==> config.mk <==
export PLATFORM = sky130hd
export DESIGN_NAME = ercc_run_control
export DESIGN_NICKNAME = d
export VERILOG_FILES = /design/src/design/ercc_pkg.sv /design/src/design/ercc_run_control.sv
export VERILOG_INCLUDE_DIRS = /design/src /design/src/design
export SDC_FILE = /design/constraint.sdc
export NUM_CORES = 1
export LEC_CHECK = 0
export BUFFER_PORTS_ARGS = -buffer_cell sky130_fd_sc_hd__buf_2
export CAP_MARGIN = 30
export CORE_MARGIN = 8
export CORE_UTILIZATION = 54
export CTS_CLUSTER_SIZE = 12
export DETAILED_ROUTE_END_ITERATION = 12
export MAX_ROUTING_LAYER = met4
export PLACE_DENSITY = 0.79
export SYNTH_ARGS = -nofsm -noshare
export SYNTH_HDL_FRONTEND = slang
export SYNTH_SLANG_ARGS = --single-unit
export TNS_END_PERCENT = 30
==> constraint.sdc <==
create_clock -name sys_clk -period 3.2 [get_ports sys_clk]
set_clock_uncertainty 0.2 [all_clocks]
set_input_delay 0 -clock sys_clk [delete_from_list [all_inputs] [get_ports sys_clk]]
set_output_delay 0 -clock sys_clk [all_outputs]
set_load 0.02 [all_outputs]
==> src/design/ercc_params.svh <==
`ifndef ERCC_PARAMS_SVH
`define ERCC_PARAMS_SVH

// Register word addresses on the plain register port.
`define ERCC_ADDR_RUN_CTRL   4'h0
`define ERCC_ADDR_INIT_BLOCK_ADDRESS_LOW   4'h1
`define ERCC_ADDR_INIT_BLOCK_ADDRESS_HIGH  4'h2
`define ERCC_ADDR_MASKS      4'h3
`define ERCC_ADDR_SHADOW_LOW 4'h4
`define ERCC_ADDR_SHADOW_HI  4'h5
`define ERCC_ADDR_EVENTS     4'h6

// Run-control register fields.
`define ERCC_BIT_INIT        0
`define ERCC_BIT_RUN         1
`define ERCC_BIT_HALT        2
`define ERCC_BIT_TRANSMIT_DEMAND        3
`define ERCC_BIT_TXON        4
`define ERCC_BIT_RXON        5
`define ERCC_BIT_INTERRUPT_ENABLE_BIT        6
`define ERCC_BIT_INTERRUPT_SUMMARY_FLAG        7
`define ERCC_BIT_INIT_DONE_FLAG        8
`define ERCC_BIT_TRANSMIT_DONE_FLAG        9
`define ERCC_BIT_RECEIVE_DONE_FLAG        10
`define ERCC_BIT_MEMORY_ERROR_FLAG        11
`define ERCC_BIT_MISS        12
`define ERCC_BIT_BABBLE_FLAG        14

// Mask register fields and writable bits.
`define ERCC_BIT_UFLO_DIS    6
`define ERCC_MASK_WMASK      16'h5F7F
`define ERCC_EVENT_BITS      16'h5F00

// Reset value and write masks.
`define ERCC_RST_MASKS       16'h0000
`define ERCC_HIGH_WMASK      16'h00FF
`define ERCC_LOW_WMASK       16'hFFFE

// Initialization fetch length in cycles.
`define ERCC_INIT_CYCLES     8'h10

`endif

==> src/design/ercc_pkg.sv <==
package ercc_pkg;
  typedef enum logic [1:0] {
    ERCC_IDLE    = 2'b00,
    ERCC_INIT    = 2'b01,
    ERCC_RUNNING = 2'b10
  } ercc_state_e;

  typedef struct packed {
    logic       wr;
    logic       rd;
    logic [3:0] addr;
    logic [15:0] wdata;
  } ercc_bus_s;

  typedef struct packed {
    logic babble;
    logic missed;
    logic mem_err;
    logic rx_done;
    logic tx_done;
    logic underflow;
  } ercc_events_s;
endpackage

==> src/design/ercc_run_control.sv <==
// The strobed register port and the register addresses were left to the implementer.
`timescale 1ns/1ps
`default_nettype none
`include "ercc_params.svh"

module ercc_run_control (
  input  wire logic                  sys_clk,      // 250 MHz clock
  input  wire logic                  resetn,       // Async reset, low
  input  wire logic                  clk_en,       // Freezes state when low
  input  wire ercc_pkg::ercc_bus_s   bus,          // Register request
  output logic [15:0]                rdata,        // Read data, next cycle
  input  wire ercc_pkg::ercc_events_s events,      // Event pulses
  input  wire logic                  suspend_flag, // Suspend level
  input  wire logic                  fetch_done,   // Init fetch finished
  input  wire logic                  frame_start,  // Next frame found
  output logic                       fetch_start,  // Init fetch pulse
  output logic                       tx_enable,    // Transmitter on
  output logic                       rx_enable,    // Receiver on
  output logic                       active,       // External activity ok
  output logic [23:0]                init_block_address, // Shadow address
  output logic                       irq           // Interrupt request
);
  import ercc_pkg::*;

  logic        halt;
  logic        run_request;
  logic        init_bit;
  logic        transmit_demand;
  logic        interrupt_enable_bit;
  logic [15:0] init_block_address_low;
  logic [7:0]  init_block_address_high;
  logic [15:0] init_addr_low_shadow;
  logic [7:0]  init_addr_high_shadow;
  logic [15:0] masks;
  logic [15:0] flags;
  logic [7:0]  fetch_cnt;
  logic        tx_on;
  logic        rx_on;
  logic        uflo_wait;
  // Sticky until the sequencer leaves running or a later underflow arrives with mask bit ERCC_BIT_UFLO_DIS set.
  logic        uflo_stop;
  ercc_state_e state;
  logic        halt_req;
  logic        run_req;
  logic        init_req;
  logic        addr_open;
  logic        interrupt_summary_flag;
  logic        fetch_finished;

  function automatic logic wbit(input ercc_bus_s b, input logic [3:0] a,
                                input int n);
    wbit = b.wr && (b.addr == a) && b.wdata[n];
  endfunction

  assign halt_req = wbit(bus, `ERCC_ADDR_RUN_CTRL, `ERCC_BIT_HALT);
  // Halt dominates, so run and initialise are dropped with it.
  assign run_req  = wbit(bus, `ERCC_ADDR_RUN_CTRL, `ERCC_BIT_RUN)
                    && !halt_req;
  assign init_req = wbit(bus, `ERCC_ADDR_RUN_CTRL, `ERCC_BIT_INIT)
                    && !halt_req;
  assign addr_open = halt || suspend_flag;
  assign fetch_finished = (state == ERCC_INIT) &&
                          (fetch_done || fetch_cnt == 8'h01);

  always_ff @(posedge sys_clk or negedge resetn) begin
    if (!resetn) begin
      halt <= 1'b1;
    end else if (clk_en) begin
      if (halt_req) begin
        halt <= 1'b1;
      end else if (run_req || init_req) begin
        halt <= 1'b0;
      end
    end
  end

  always_ff @(posedge sys_clk or negedge resetn) begin
    if (!resetn) begin
      run_request <= 1'b0;
      init_bit    <= 1'b0;
      interrupt_enable_bit <= 1'b0;
    end else if (clk_en) begin
      if (halt_req) begin
        run_request <= 1'b0;
        init_bit    <= 1'b0;
        interrupt_enable_bit <= 1'b0;
      end else begin
        if (run_req) begin
          run_request <= 1'b1;
        end
        if (init_req) begin
          init_bit <= 1'b1;
        end
        if (bus.wr && bus.addr == `ERCC_ADDR_RUN_CTRL) begin
          interrupt_enable_bit <= bus.wdata[`ERCC_BIT_INTERRUPT_ENABLE_BIT];
        end
      end
    end
  end

  always_ff @(posedge sys_clk or negedge resetn) begin
    if (!resetn) begin
      transmit_demand <= 1'b0;
    end else if (clk_en) begin
      if (halt_req || !tx_on) begin
        transmit_demand <= 1'b0;
      end else if (wbit(bus, `ERCC_ADDR_RUN_CTRL, `ERCC_BIT_TRANSMIT_DEMAND)) begin
        transmit_demand <= 1'b1;
      end
    end
  end

  // Sequencer: when initialise and run are requested together, initialise completes before running starts.
  always_ff @(posedge sys_clk or negedge resetn) begin
    if (!resetn) begin
      state     <= ERCC_IDLE;
      fetch_cnt <= 8'h00;
    end else if (clk_en) begin
      if (halt_req) begin
        state     <= ERCC_IDLE;
        fetch_cnt <= 8'h00;
      end else begin
        unique case (state)
          ERCC_IDLE: begin
            if (init_req) begin
              state     <= ERCC_INIT;
              fetch_cnt <= `ERCC_INIT_CYCLES;
            end else if (run_req) begin
              state <= ERCC_RUNNING;
            end
          end
          ERCC_INIT: begin
            if (fetch_finished) begin
              fetch_cnt <= 8'h00;
              state <= run_request ? ERCC_RUNNING : ERCC_IDLE;
            end else begin
              fetch_cnt <= fetch_cnt - 8'h01;
            end
          end
          ERCC_RUNNING: begin
            if (init_req) begin
              state     <= ERCC_INIT;
              fetch_cnt <= `ERCC_INIT_CYCLES;
            end
          end
        endcase
      end
    end
  end

  // Transmit and receive enables with underflow handling.
  always_ff @(posedge sys_clk or negedge resetn) begin
    if (!resetn) begin
      tx_on     <= 1'b0;
      rx_on     <= 1'b0;
      uflo_wait <= 1'b0;
      uflo_stop <= 1'b0;
    end else if (clk_en) begin
      if (halt_req || state != ERCC_RUNNING) begin
        tx_on     <= 1'b0;
        rx_on     <= 1'b0;
        uflo_wait <= 1'b0;
        uflo_stop <= 1'b0;
      end else if (events.underflow) begin
        tx_on     <= 1'b0;
        uflo_wait <= masks[`ERCC_BIT_UFLO_DIS];
        uflo_stop <= !masks[`ERCC_BIT_UFLO_DIS];
        rx_on     <= 1'b1;
      end else if (uflo_wait) begin
        if (frame_start) begin
          tx_on     <= 1'b1;
          uflo_wait <= 1'b0;
        end
        rx_on <= 1'b1;
      end else begin
        rx_on <= 1'b1;
        if (!tx_on && !uflo_stop && fetch_cnt == 8'h00 && !halt) begin
          tx_on <= 1'b1;
        end
      end
    end
  end

  // Address registers and shadows; reset leaves them alone.
  always_ff @(posedge sys_clk) begin
    if (clk_en && bus.wr && addr_open) begin
      if (bus.addr == `ERCC_ADDR_INIT_BLOCK_ADDRESS_LOW) begin
        init_block_address_low <= bus.wdata & `ERCC_LOW_WMASK;
        init_addr_low_shadow <= bus.wdata & `ERCC_LOW_WMASK;
      end
      if (bus.addr == `ERCC_ADDR_INIT_BLOCK_ADDRESS_HIGH) begin
        init_block_address_high <= bus.wdata[7:0];
        init_addr_high_shadow <= bus.wdata[7:0];
      end
    end
  end

  always_ff @(posedge sys_clk or negedge resetn) begin
    if (!resetn) begin
      masks <= `ERCC_RST_MASKS;
    end else if (clk_en && bus.wr && bus.addr == `ERCC_ADDR_MASKS) begin
      masks <= bus.wdata & `ERCC_MASK_WMASK;
    end
  end

  // Event flags: set wins over the write-one clear.
  always_ff @(posedge sys_clk or negedge resetn) begin
    if (!resetn) begin
      flags <= 16'h0000;
    end else if (clk_en) begin
      if (halt_req) begin
        flags <= 16'h0000;
      end else begin
        for (int i = 8; i < 16; i++) begin
          if (bus.wr && bus.addr == `ERCC_ADDR_RUN_CTRL && bus.wdata[i]) begin
            flags[i] <= 1'b0;
          end
        end
        if (events.babble)  flags[`ERCC_BIT_BABBLE_FLAG] <= 1'b1;
        if (events.missed)  flags[`ERCC_BIT_MISS] <= 1'b1;
        if (events.mem_err) flags[`ERCC_BIT_MEMORY_ERROR_FLAG] <= 1'b1;
        if (events.rx_done) flags[`ERCC_BIT_RECEIVE_DONE_FLAG] <= 1'b1;
        if (events.tx_done) flags[`ERCC_BIT_TRANSMIT_DONE_FLAG] <= 1'b1;
        if (fetch_finished) flags[`ERCC_BIT_INIT_DONE_FLAG] <= 1'b1;
      end
    end
  end

  assign interrupt_summary_flag =
    |(flags & ~masks & `ERCC_EVENT_BITS);

  always_ff @(posedge sys_clk or negedge resetn) begin
    if (!resetn) begin
      irq <= 1'b0;
    end else if (clk_en) begin
      irq <= interrupt_enable_bit && interrupt_summary_flag;
    end
  end

  always_ff @(posedge sys_clk or negedge resetn) begin
    if (!resetn) begin
      fetch_start <= 1'b0;
    end else if (clk_en) begin
      fetch_start <= init_req;
    end
  end

  always_ff @(posedge sys_clk or negedge resetn) begin
    if (!resetn) begin
      rdata <= 16'h0000;
    end else if (clk_en) begin
      rdata <= 16'h0000;
      if (bus.rd) begin
        unique case (bus.addr)
          `ERCC_ADDR_RUN_CTRL: rdata <= {flags[15:8], interrupt_summary_flag,
            interrupt_enable_bit, rx_on, tx_on, transmit_demand, halt,
            run_request, init_bit};
          `ERCC_ADDR_INIT_BLOCK_ADDRESS_LOW: rdata <= addr_open ? init_block_address_low : 16'h0000;
          `ERCC_ADDR_INIT_BLOCK_ADDRESS_HIGH:
            rdata <= addr_open ? {8'h00, init_block_address_high} : 16'h0000;
          `ERCC_ADDR_MASKS:      rdata <= masks;
          `ERCC_ADDR_SHADOW_LOW: rdata <= init_addr_low_shadow;
          `ERCC_ADDR_SHADOW_HI:  rdata <= {8'h00, init_addr_high_shadow};
          default:               rdata <= 16'h0000;
        endcase
      end
    end
  end

  assign tx_enable = tx_on;
  assign rx_enable = rx_on;
  assign active    = !halt;
  assign init_block_address = {init_addr_high_shadow, init_addr_low_shadow};

  AST_HALT_PRIORITY: assert property (@(posedge sys_clk) disable iff (!resetn)
    clk_en && halt_req |=> halt && !run_request && !init_bit)
    else $error("halt did not win");
  AST_RUN_CLEARS_HALT: assert property (@(posedge sys_clk)
    disable iff (!resetn) clk_en && run_req |=> !halt)
    else $error("run did not clear halt");
  AST_HALT_QUIET: assert property (@(posedge sys_clk) disable iff (!resetn)
    halt |-> !tx_enable && !rx_enable && !active)
    else $error("activity while halted");
  AST_TRANSMIT_DEMAND_CLEAR: assert property (@(posedge sys_clk) disable iff (!resetn)
    clk_en && halt_req |=> !transmit_demand)
    else $error("transmit demand survived halt");
  AST_INIT_BEFORE_RUN: assert property (@(posedge sys_clk)
    disable iff (!resetn) clk_en && init_req && run_req && state == ERCC_IDLE
    |=> state == ERCC_INIT)
    else $error("run started before init");
  AST_SHADOW_COPY: assert property (@(posedge sys_clk)
    disable iff (!resetn)
    clk_en && bus.wr && addr_open && bus.addr == `ERCC_ADDR_INIT_BLOCK_ADDRESS_LOW
    |=> init_addr_low_shadow == ($past(bus.wdata) & `ERCC_LOW_WMASK))
    else $error("low shadow not updated");
  AST_ADDR_LOCK: assert property (@(posedge sys_clk) disable iff (!resetn)
    !addr_open |=> $stable(init_addr_low_shadow))
    else $error("address changed while locked");
  AST_IRQ: assert property (@(posedge sys_clk) disable iff (!resetn)
    clk_en && !interrupt_enable_bit |=> !irq)
    else $error("irq without enable");
  AST_MASK_WIN: assert property (@(posedge sys_clk) disable iff (!resetn)
    flags[`ERCC_BIT_INIT_DONE_FLAG] && !masks[`ERCC_BIT_INIT_DONE_FLAG]
    |-> interrupt_summary_flag)
    else $error("unmasked flag missed summary");
  AST_HIGH_ZERO: assert property (@(posedge sys_clk)
    disable iff (!resetn)
    clk_en && bus.rd && bus.addr == `ERCC_ADDR_INIT_BLOCK_ADDRESS_HIGH
    |=> rdata[15:8] == 8'h00)
    else $error("high byte not zero");
  AST_UFLO_STOP: assert property (@(posedge sys_clk)
    disable iff (!resetn)
    clk_en && state == ERCC_RUNNING && events.underflow
    && !masks[`ERCC_BIT_UFLO_DIS] |=> !tx_enable)
    else $error("transmit kept running after underflow");

  COV_INIT_RUN: cover property (@(posedge sys_clk) disable iff (!resetn)
    state == ERCC_INIT ##1 state == ERCC_RUNNING);
  COV_IRQ: cover property (@(posedge sys_clk) disable iff (!resetn) irq);
  COV_UFLO: cover property (@(posedge sys_clk) disable iff (!resetn)
    uflo_wait ##1 tx_on);
endmodule
`default_nettype wire

# Yosys cells after proc, flatten, opt, wreduce, memory -nomap -nowiden
# Index checks and enable logic that the tools add are counted.
# Widths: inputs -> output; s select.
totals:
  register_bits: 81
  in_bits: 34
  out_inout_bits: 45
  wordCells: 166
classes:
  addsub: 1
  eq_ne: 14
  muxes: 52
  bitwise: 2
  reduce_logical: 72
op_table:
  columns: ["operator", "n"]
  rows:
  - ["$pmux 16 s6", 1]
  - ["$mux 8", 5]
  - ["$mux 1", 36]
  - ["$reduce_and 2->1", 17]
  - ["$mux 16", 2]
  - ["$logic_and 1x1->1", 23]
  - ["$reduce_bool 3->1", 6]
  - ["$pmux 8 s2", 1]
  - ["$reduce_bool 2->1", 8]
  - ["$and 15x15->15", 1]
  - ["$not 15->15", 1]
  - ["$mux 2", 6]
  - ["$eq 4x2->1 const B", 2]
  - ["$eq 4x3->1 const B", 2]
  - ["$eq 8x1->1 const B", 1]
  - ["$logic_not 8->1", 1]
  - ["$sub 8x1->8 const B", 1]
  - ["$ne 3x3->1 const B", 2]
  - ["$pmux 2 s3", 1]
  - ["$reduce_or 6->1", 1]
  - ["$logic_not 1->1", 5]
  - ["$logic_or 1x1->1", 5]
  - ["$eq 4x1->1 const B", 1]
  - ["$logic_not 4->1", 1]
  - ["11 further kinds", 11]

# Longest topological paths before layout
# Gate-level depths: netlist of run 1.
logic_depth:
  depth_word: 9
  depth_mapped: 8
  ltp_nobuf: 7

# Least setup slack after synthesis of run 1
# Ideal clock, no wire load.
synth_timing:
  kind: "reg2reg"
  start: "register halt"
  end: "register init_addr_low_shadow[10] (enable)"
  setup_time_ns: 0.426
  arrival_time_ns: 2.198
  required_ns: 2.574
  slack_ns: 0.377
  stages_incl_launch_ff: 3
  path_buffers: 0
  synth_period_minus_slack_ns: 2.823
  path_cell_list: "dfstp_2 -> nor2_1 -> nor4_1"
synth_via:
  elab_chain_cells: 3
synth_rtl:
  columns: ["element", "line", "rtl"]
  rows:
  - ["from (decl)", "ercc_run_control.sv:25", "logic halt;"]
  - ["from (signal assigned)", "ercc_run_control.sv:67", "halt <= 1'b1;"]
  - ["from (signal assigned)", "ercc_run_control.sv:70", "halt <= 1'b1;"]
  - ["from (signal assigned)", "ercc_run_control.sv:72", "halt <= 1'b0;"]
  - ["$logic_or 1x1->1", "ercc_run_control.sv:61", "assign addr_open = halt || suspend_flag;"]
  - ["$logic_and 1x1->1", "ercc_run_control.sv:186", "if (clk_en && bus.wr && addr_open) begin"]
  - ["$reduce_and 2->1 (no line)", null, null]
  - ["to (signal assigned)", "ercc_run_control.sv:189", "init_addr_low_shadow <= bus.wdata & `ERCC_LOW_WMASK;"]
  - ["to (decl)", "ercc_run_control.sv:32", "logic [15:0] init_addr_low_shadow;"]
# No other way between the ends.
# A chain may end at the register's enable or synchronous reset.

# Worst setup path after layout of run 1
layout_timing:
  start: "input port clk_en"
  end: "register tx_on, in the netlist tx_enable"
layout_via:
  elab_chain_cells: 1
layout_rtl:
  columns: ["element", "line", "rtl"]
  rows:
  - ["from (decl)", "ercc_run_control.sv:9", "input wire logic clk_en,"]
  - ["$reduce_and 3->1 (no line)", null, null]
  - ["to (signal assigned)", "ercc_run_control.sv:154", "tx_on <= 1'b0;"]
  - ["to (signal assigned)", "ercc_run_control.sv:160", "tx_on <= 1'b0;"]
  - ["to (signal assigned)", "ercc_run_control.sv:165", "tx_on <= 1'b0;"]
  - ["to (decl)", "ercc_run_control.sv:37", "logic tx_on;"]
# No other way between the ends.

==> results of run 1 <==
-- logic make-up after synthesis --
family                     synth area share
muxes                               0.04813
AOI/OAI and AO/OA                    0.1949
other                              0.001030
buffers and inverters               0.03644
and+or+nand+nor                      0.1238
adders and majority gates           0.02063
DFF                                  0.5751
-- sequential cells by signal, summed over array words and instances (netlist names), 2 cells and up --
register and flops:
flags 6, rdata 16, masks 13, init_addr_high_shadow 8, fetch_cnt 8, state 2
init_addr_low_shadow 15
-- path summary, 6_finish.rpt --
check / startpoint / slack [ps] / to
min in group asynchronous: resetn / 60 / fetch_cnt[6]
worst max register to register: fetch_cnt[4] / 990 / fetch_cnt[2]
worst min-delay path: bus[17] / -20 / init_addr_high_shadow[0]
max in group asynchronous: resetn / 1870 / halt
worst max-delay path: clk_en / 650 / tx_enable
worst min register to register: rdata[5] / 300 / rdata[5]
-- worst max-delay path: stages --
cell	delay [ps]
sky130_fd_sc_hd__dlygate4sd3_1	510
sky130_fd_sc_hd__buf_2	330
sky130_fd_sc_hd__inv_1	500
sky130_fd_sc_hd__nor4b_1	430
sky130_fd_sc_hd__nand4b_1	140
sky130_fd_sc_hd__a21boi_0	170
sky130_fd_sc_hd__dlygate4sd3_1	560
-- cell usage after synthesis (2+ instances only) --
master                      instances  area, sq um
sky130_fd_sc_hd__a21o_1             2        15.01
sky130_fd_sc_hd__a21oi_1           13        65.06
sky130_fd_sc_hd__a221o_1            8        80.08
sky130_fd_sc_hd__a221oi_1           5        43.79
sky130_fd_sc_hd__a22o_1             6        52.55
sky130_fd_sc_hd__a22oi_1           13        97.59
sky130_fd_sc_hd__a31oi_1            2        12.51
sky130_fd_sc_hd__buf_4              2        15.01
sky130_fd_sc_hd__clkbuf_1          10        37.54
sky130_fd_sc_hd__dfrtp_1           55         1376
sky130_fd_sc_hd__edfxtp_1          23        690.7
sky130_fd_sc_hd__ha_1               6        75.07
sky130_fd_sc_hd__inv_1             17        63.81
sky130_fd_sc_hd__mux2_2            12        135.1
sky130_fd_sc_hd__mux2i_1            4        40.04
sky130_fd_sc_hd__nand2_1           29        108.9
sky130_fd_sc_hd__nand2b_1           3        18.77
sky130_fd_sc_hd__nand3_1            4        20.02
sky130_fd_sc_hd__nand3b_1           2        15.01
sky130_fd_sc_hd__nand4b_1           2        17.52
sky130_fd_sc_hd__nor2_1            33        123.9
sky130_fd_sc_hd__nor3_1             7        35.03
sky130_fd_sc_hd__nor4_1             3        18.77
sky130_fd_sc_hd__o211ai_1           2        15.01
sky130_fd_sc_hd__o21ai_0           15        75.07
sky130_fd_sc_hd__o22ai_1            7        43.79
sky130_fd_sc_hd__o2bb2ai_1         10        87.58
sky130_fd_sc_hd__o31ai_1            3        22.52
sky130_fd_sc_hd__or2_2              2        12.51
-- area by class of cell --
| type | count | area (sq um) |
|---|---|---|
| clock buffers | 11 | 141.4 |
| clock inverters | 5 | 81.33 |
| fillers | 482 | 1932 |
| inverters | 17 | 63.81 |
| multi-input cells | 213 | 1431 |
| flip-flops and latches | 79 | 2093 |
| well taps | 80 | 100.1 |
| repair buffers | 121 | 800.8 |
-- per-layer routing --
layer,share of wire,wire length (microns),vias up,GRT usage
met2,0.50,5231,163,0.3804
met5,0,0,-,-
met4,0.035,364,0,0.1307
met1,0.40,4143,1562,0.2582
met3,0.062,643,33,0.04054
li1,-,-,1436,-
-- power breakdown --
group | switching (mW) | total [mW] | internal (mW)
Clock | 0.375 | 0.836 | 0.461
Combinational | 0.442 | 0.793 | 0.352
Sequential | 0.137 | 1.32 | 1.19
Total | 0.954 | 2.95 | 2.00
-- per-stage QoR --
step	area, sq um	setup WS (ps)	hold WS [ps]	power [mW]
6_report	4712	646.7	-15.87	2.953
5_1_grt	4712	399.2	7.602	3.110
4_1_cts	4705	681.9	28.09	2.950
3_5_place_dp	4141	970.5	-69.65	2.073
3_3_place_gp	4141	1128	-64.44	2.039
2_1_floorplan	3640	376.6	-495.6	1.853
==> impl_results.md, run 1 <==
- DRC marker count from the first detailed-route iteration: 223
- Number of synthesized flops with an enable pin: 23
- Number of levels in the clock H-tree: 3
- Initial Utilization: 0.5478
- Number of top-level pins: 79
- Maximum root-to-sink buffer count: 2
- Hold-fix buffers, CTS: 34
- Final WL: 10.38 mm
- WP data arrival: 2660 ps
- Floorplan die width: 98.10 microns
- Worst voltage drop across the vdd grid: 0.3227 mV
- Number of antenna violations at the first check in global routing: 0
- Synthesis Warnings: 0
- Tightest slew margin relative to the limit: 0.3980
- Post-synthesis instance area: 0.003640 sq mm
- Number of buffers inserted by port buffering: 77
- Share of cells above drive strength 1: 0.2825
- Remaining antenna violation count after routing: 0
- Slew Viols, Final: 0
- Mean number of vias per cell: 6.072
- Count of instances resized after the clock tree is built: 0
- Result of the run: complete, but fails checks
- Final hold slack: -15.87 ps
- Synthesized Nets: 363
- Capturing element type of the critical path: flip-flop
- DR WL/cell: 19.74 microns
- Clock latency reported for the late side of the worst-skew pair: 360 ps
- Average cell area after synthesis: 11.27 sq um
- DRC viols: 0
- Clock tree sinks: 79
- Row count: 30
- Maximum fanout along the worst path: 24
- Post-Place Cells: 475
- Synthesized flop and latch total: 79
- Number of cells on the worst reg-to-reg path: 5
- PwrDens: 626.7 mW/mm^2
- Pleak: 2.094 nW
- Sum of overflow across all layers after global routing: 0
- Unrepaired setup endpoints after global routing: no
- Clock tree from TritonCTS: built
- Crit path time final: 2553 ps
- Commonest cells after routing, fill and taps aside: 77 x sky130_fd_sc_hd__buf_2, 55 x sky130_fd_sc_hd__dfrtp_1, 34 x sky130_fd_sc_hd__dlygate4sd3_1
- Fmax: 391.7 MHz
- Class of the tightest hold or removal check: primary input to flip-flop
- Post-synth top flop: sky130_fd_sc_hd__dfrtp_1
- Total count of hold-check failures in the final report: 1
- Failing checks: negative hold slack
- Fraction of the yosys area taken by sequential cells: 0.5751
- Hold Path Cell Cnt: 3
- Setup Viol. Count Final: 0
- Req. time, crit path: 3300 ps
- Post-detail-place hpwl: 7.015 mm
- Die Y-Extent: 98.10 microns
- Final net count: 481
- Placer's final routability congestion estimate: 0.8913
- Worst-path clk slew: 80 ps
- Detailed-route via count: 3194
- Setup crit start kind: primary input
- Largest net degree at the start of global routing: 36
- Count of unique library cells instantiated by Yosys: 52
- Root buffer cell: sky130_fd_sc_hd__clkbuf_8
- Most frequent standard cell in the layout excluding fill and tap cells: sky130_fd_sc_hd__buf_2
- Placeable core region: 0.006644 sq mm
- Post-route insts no fill: 526
- Via count of the first global-routing pass: 3366
- TritonCTS buffer count: 9
- Relative area change from synthesis to final layout: 29.46%
- Max-cap check violation count: 0
- Least-Margin Pin Slew: 902.0 ps
- Setup CP Type: primary input to flip-flop
- Ys async rst share: 0.7089
- Global-route wire length before repair: 16.95 mm
- Die Footprint: 0.009624 sq mm
- Share of the core filled with cells: 0.7092
- Number of post-CTS setup repair buffers: 0
- Global-route usage over all layers: 0.2300
- Synthesized instance count: 323
- First-pass DRT Iterations: 5
- Period utilization: 0.7979
- Setup TNS: 0 ps
- Number of diodes added for antenna fixing: 0
Power figures use the tool's default switching activity.
==> run 2, diff against run 1 <==
--- a/config.mk
+++ b/config.mk
@@ -9,11 +9,11 @@
 export BUFFER_PORTS_ARGS = -buffer_cell sky130_fd_sc_hd__buf_2
 export CAP_MARGIN = 30
 export CORE_MARGIN = 8
-export CORE_UTILIZATION = 54
+export CORE_UTILIZATION = 49
 export CTS_CLUSTER_SIZE = 12
 export DETAILED_ROUTE_END_ITERATION = 12
 export MAX_ROUTING_LAYER = met4
-export PLACE_DENSITY = 0.79
+export PLACE_DENSITY = 0.76
 export SYNTH_ARGS = -nofsm -noshare
 export SYNTH_HDL_FRONTEND = slang
 export SYNTH_SLANG_ARGS = --single-unit
==> constraint.sdc (replaced) <==
create_clock -name sys_clk -period 2.3 [get_ports sys_clk]
set_clock_uncertainty 0.2 [all_clocks]
set_input_delay 0 -clock sys_clk [delete_from_list [all_inputs] [get_ports sys_clk]]
set_output_delay 0 -clock sys_clk [all_outputs]
set_load 0.02 [all_outputs]
==> impl_results.md, run 2 (same netlist as run 1, synthesis figures left out) <==
- Largest net degree at the start of global routing: 31
- Most frequent standard cell in the layout excluding fill and tap cells: sky130_fd_sc_hd__buf_2
- DR WL/cell: 18.35 microns
- Placeable core region: 0.007214 sq mm
- Worst-path clk slew: 80 ps
- Biggest regs: rdata: 16 flops, init_addr_low_shadow: 15 flops, masks: 13 flops
- Number of top-level pins: 79
- PwrDens: 828.6 mW/mm^2
- Capturing element type of the critical path: flip-flop
- Global-route usage over all layers: 0.2103
- Post-detail-place hpwl: 7.210 mm
- Combinational power share: 0.283
- Crit path time final: 2223 ps
- Clock tree from TritonCTS: built
- Net Switching: 1.293 mW
- Number of diodes added for antenna fixing: 0
- Fmax: 449.8 MHz
- GRT met3 Usage: 0.04564
- Share of total power consumed by net switching: 0.3258
- Routing usage on met1: 0.2755
- Detailed-route via count: 3141
- Number of antenna violations at the first check in global routing: 0
- Die Y-Extent: 102.2 microns
- Row count: 31
- Setup Viol. Count Final: 0
- First-pass DRT Iterations: 5
- Setup crit start kind: primary input
- DRC viols: 0
- Final net count: 490
- Global-route wire length before repair: 16.23 mm
- Req. time, crit path: 2340 ps
- Slew Viols, Final: 0
- Mean number of vias per cell: 5.670
- Initial Utilization: 0.5045
- Portion of total power attributed to sequential cells: 0.463
- Met2 GRT Util: 0.3138
- Final hold slack: 20.12 ps
- Placer's final routability congestion estimate: 0.8843
- Most flop-heavy register: rdata
- Result of the run: completed
- Maximum fanout along the worst path: 11
- Least-Margin Pin Slew: 690.4 ps
- Commonest cells after routing, fill and taps aside: 77 x sky130_fd_sc_hd__buf_2, 55 x sky130_fd_sc_hd__dfrtp_1, 37 x sky130_fd_sc_hd__dlygate4sd3_1
- Number of levels in the clock H-tree: 3
- Final WL: 10.17 mm
- Die Footprint: 0.01044 sq mm
- Max-cap check violation count: 0
- Pleak: 2.126 nW
- Setup CP Type: primary input to flip-flop
- Clock tree sinks: 79
- Sum of overflow across all layers after global routing: 0
- WP data arrival: 2270 ps
- Total count of hold-check failures in the final report: 0
- Share of cells above drive strength 1: 0.2879
- DRC marker count from the first detailed-route iteration: 238
- Tightest slew margin relative to the limit: 0.5397
- Remaining antenna violation count after routing: 0
- Number of buffers inserted by port buffering: 77
- Class of the tightest hold or removal check: primary input to async pin
- Setup TNS: 0 ps
- Global route hottest layer: met2
- Relative area change from synthesis to final layout: 31.59%
- Floorplan die width: 102.2 microns
- Root buffer cell: sky130_fd_sc_hd__clkbuf_8
- Cell-internal power: 2.675 mW
- Total power: 3.969 mW
- Max reg flops: 16
- TritonCTS buffer count: 9
- Via count of the first global-routing pass: 3166
- Worst voltage drop across the vdd grid: 0.4171 mV
- Clock latency reported for the late side of the worst-skew pair: 360 ps
- Period utilization: 0.9667
- Share of power burned in the clock network: 0.255
- Maximum root-to-sink buffer count: 2
run 2: cell count changes in the layout (fill, tap and decap cells not counted), sizes merged:
cell and delta:
bufinv -1, clkbuf +1, buf +6, dlygate4sd3 +3
run 2: final cells by class:
class                      count  area, sq um
sequential                    79         2093
inverter                      17        63.81
clock buffer                  12        145.1
tap                           99        123.9
fill                         581         2425
timing repair buffer         130        875.8
multi-input combinational    213         1441
clock inverter                 4        46.29
run 2: what timing repair did:
| action | CTS | global route |
|---|---|---|
| buffers inserted | 0 | 0 |
| hold buffers | 37 | 0 |
| hold endpoints to repair | 87 | 0 |
| gates resized for setup | 0 | 1 |
| endpoints found under the setup margin | 0 | 1 |
run 2: per-stage QoR:
step / utilization / setup slack [ps] / cells / cell area [sq um]
final: 0.6639 / 76.60 / 554 / 4790
after global routing: 0.6639 / -0.0004441 / 554 / 4790
after CTS: 0.6637 / 38.55 / 554 / 4788
after detailed placement: 0.5858 / 224.7 / 501 / 4227
after global placement: 0.5858 / 315.7 / 501 / 4227
after floorplan: - / 90.24 / 323 / 3646
run 2: worst paths after layout:
check	from	end	slack [ps]	depth (start not counted)
worst min-delay path	resetn	rdata[15]	20	2
min in group sys_clk	bus[17]	masks[2]	50	4
worst max-delay path	clk_en	flags[9]	80	9
worst min register to register	init_addr_low_shadow[15]	rdata[15]	300	1
worst max register to register	fetch_cnt[4]	fetch_cnt[2]	200	5
max in group asynchronous	resetn	halt	1150	3
run 2: worst max-delay path, stage by stage:
cell	delay (ps)
sky130_fd_sc_hd__dlygate4sd3_1	540
sky130_fd_sc_hd__buf_2	200
sky130_fd_sc_hd__buf_4	210
sky130_fd_sc_hd__and3_2	310
sky130_fd_sc_hd__buf_4	190
sky130_fd_sc_hd__nand2_1	60
sky130_fd_sc_hd__a21oi_1	140
sky130_fd_sc_hd__nor2_1	60
sky130_fd_sc_hd__dlygate4sd3_1	560
run 2: power groups by stage:
stage                     Combinational [mW]  Clock, mW  Sequential, mW
final                                   1.12       1.01            1.84
after global routing                    1.25       1.09            1.86
after CTS                               1.12       1.03            1.83
after detailed placement                1.06          0            1.86
after global placement                  1.04          0            1.86
after floorplan                        0.741          0            1.84
run 2: per-layer routing:
metal,vias up,part of all wire
li1,1460,-
met4,0,0.018
met3,19,0.059
met1,1551,0.44
met5,-,0
met2,111,0.48
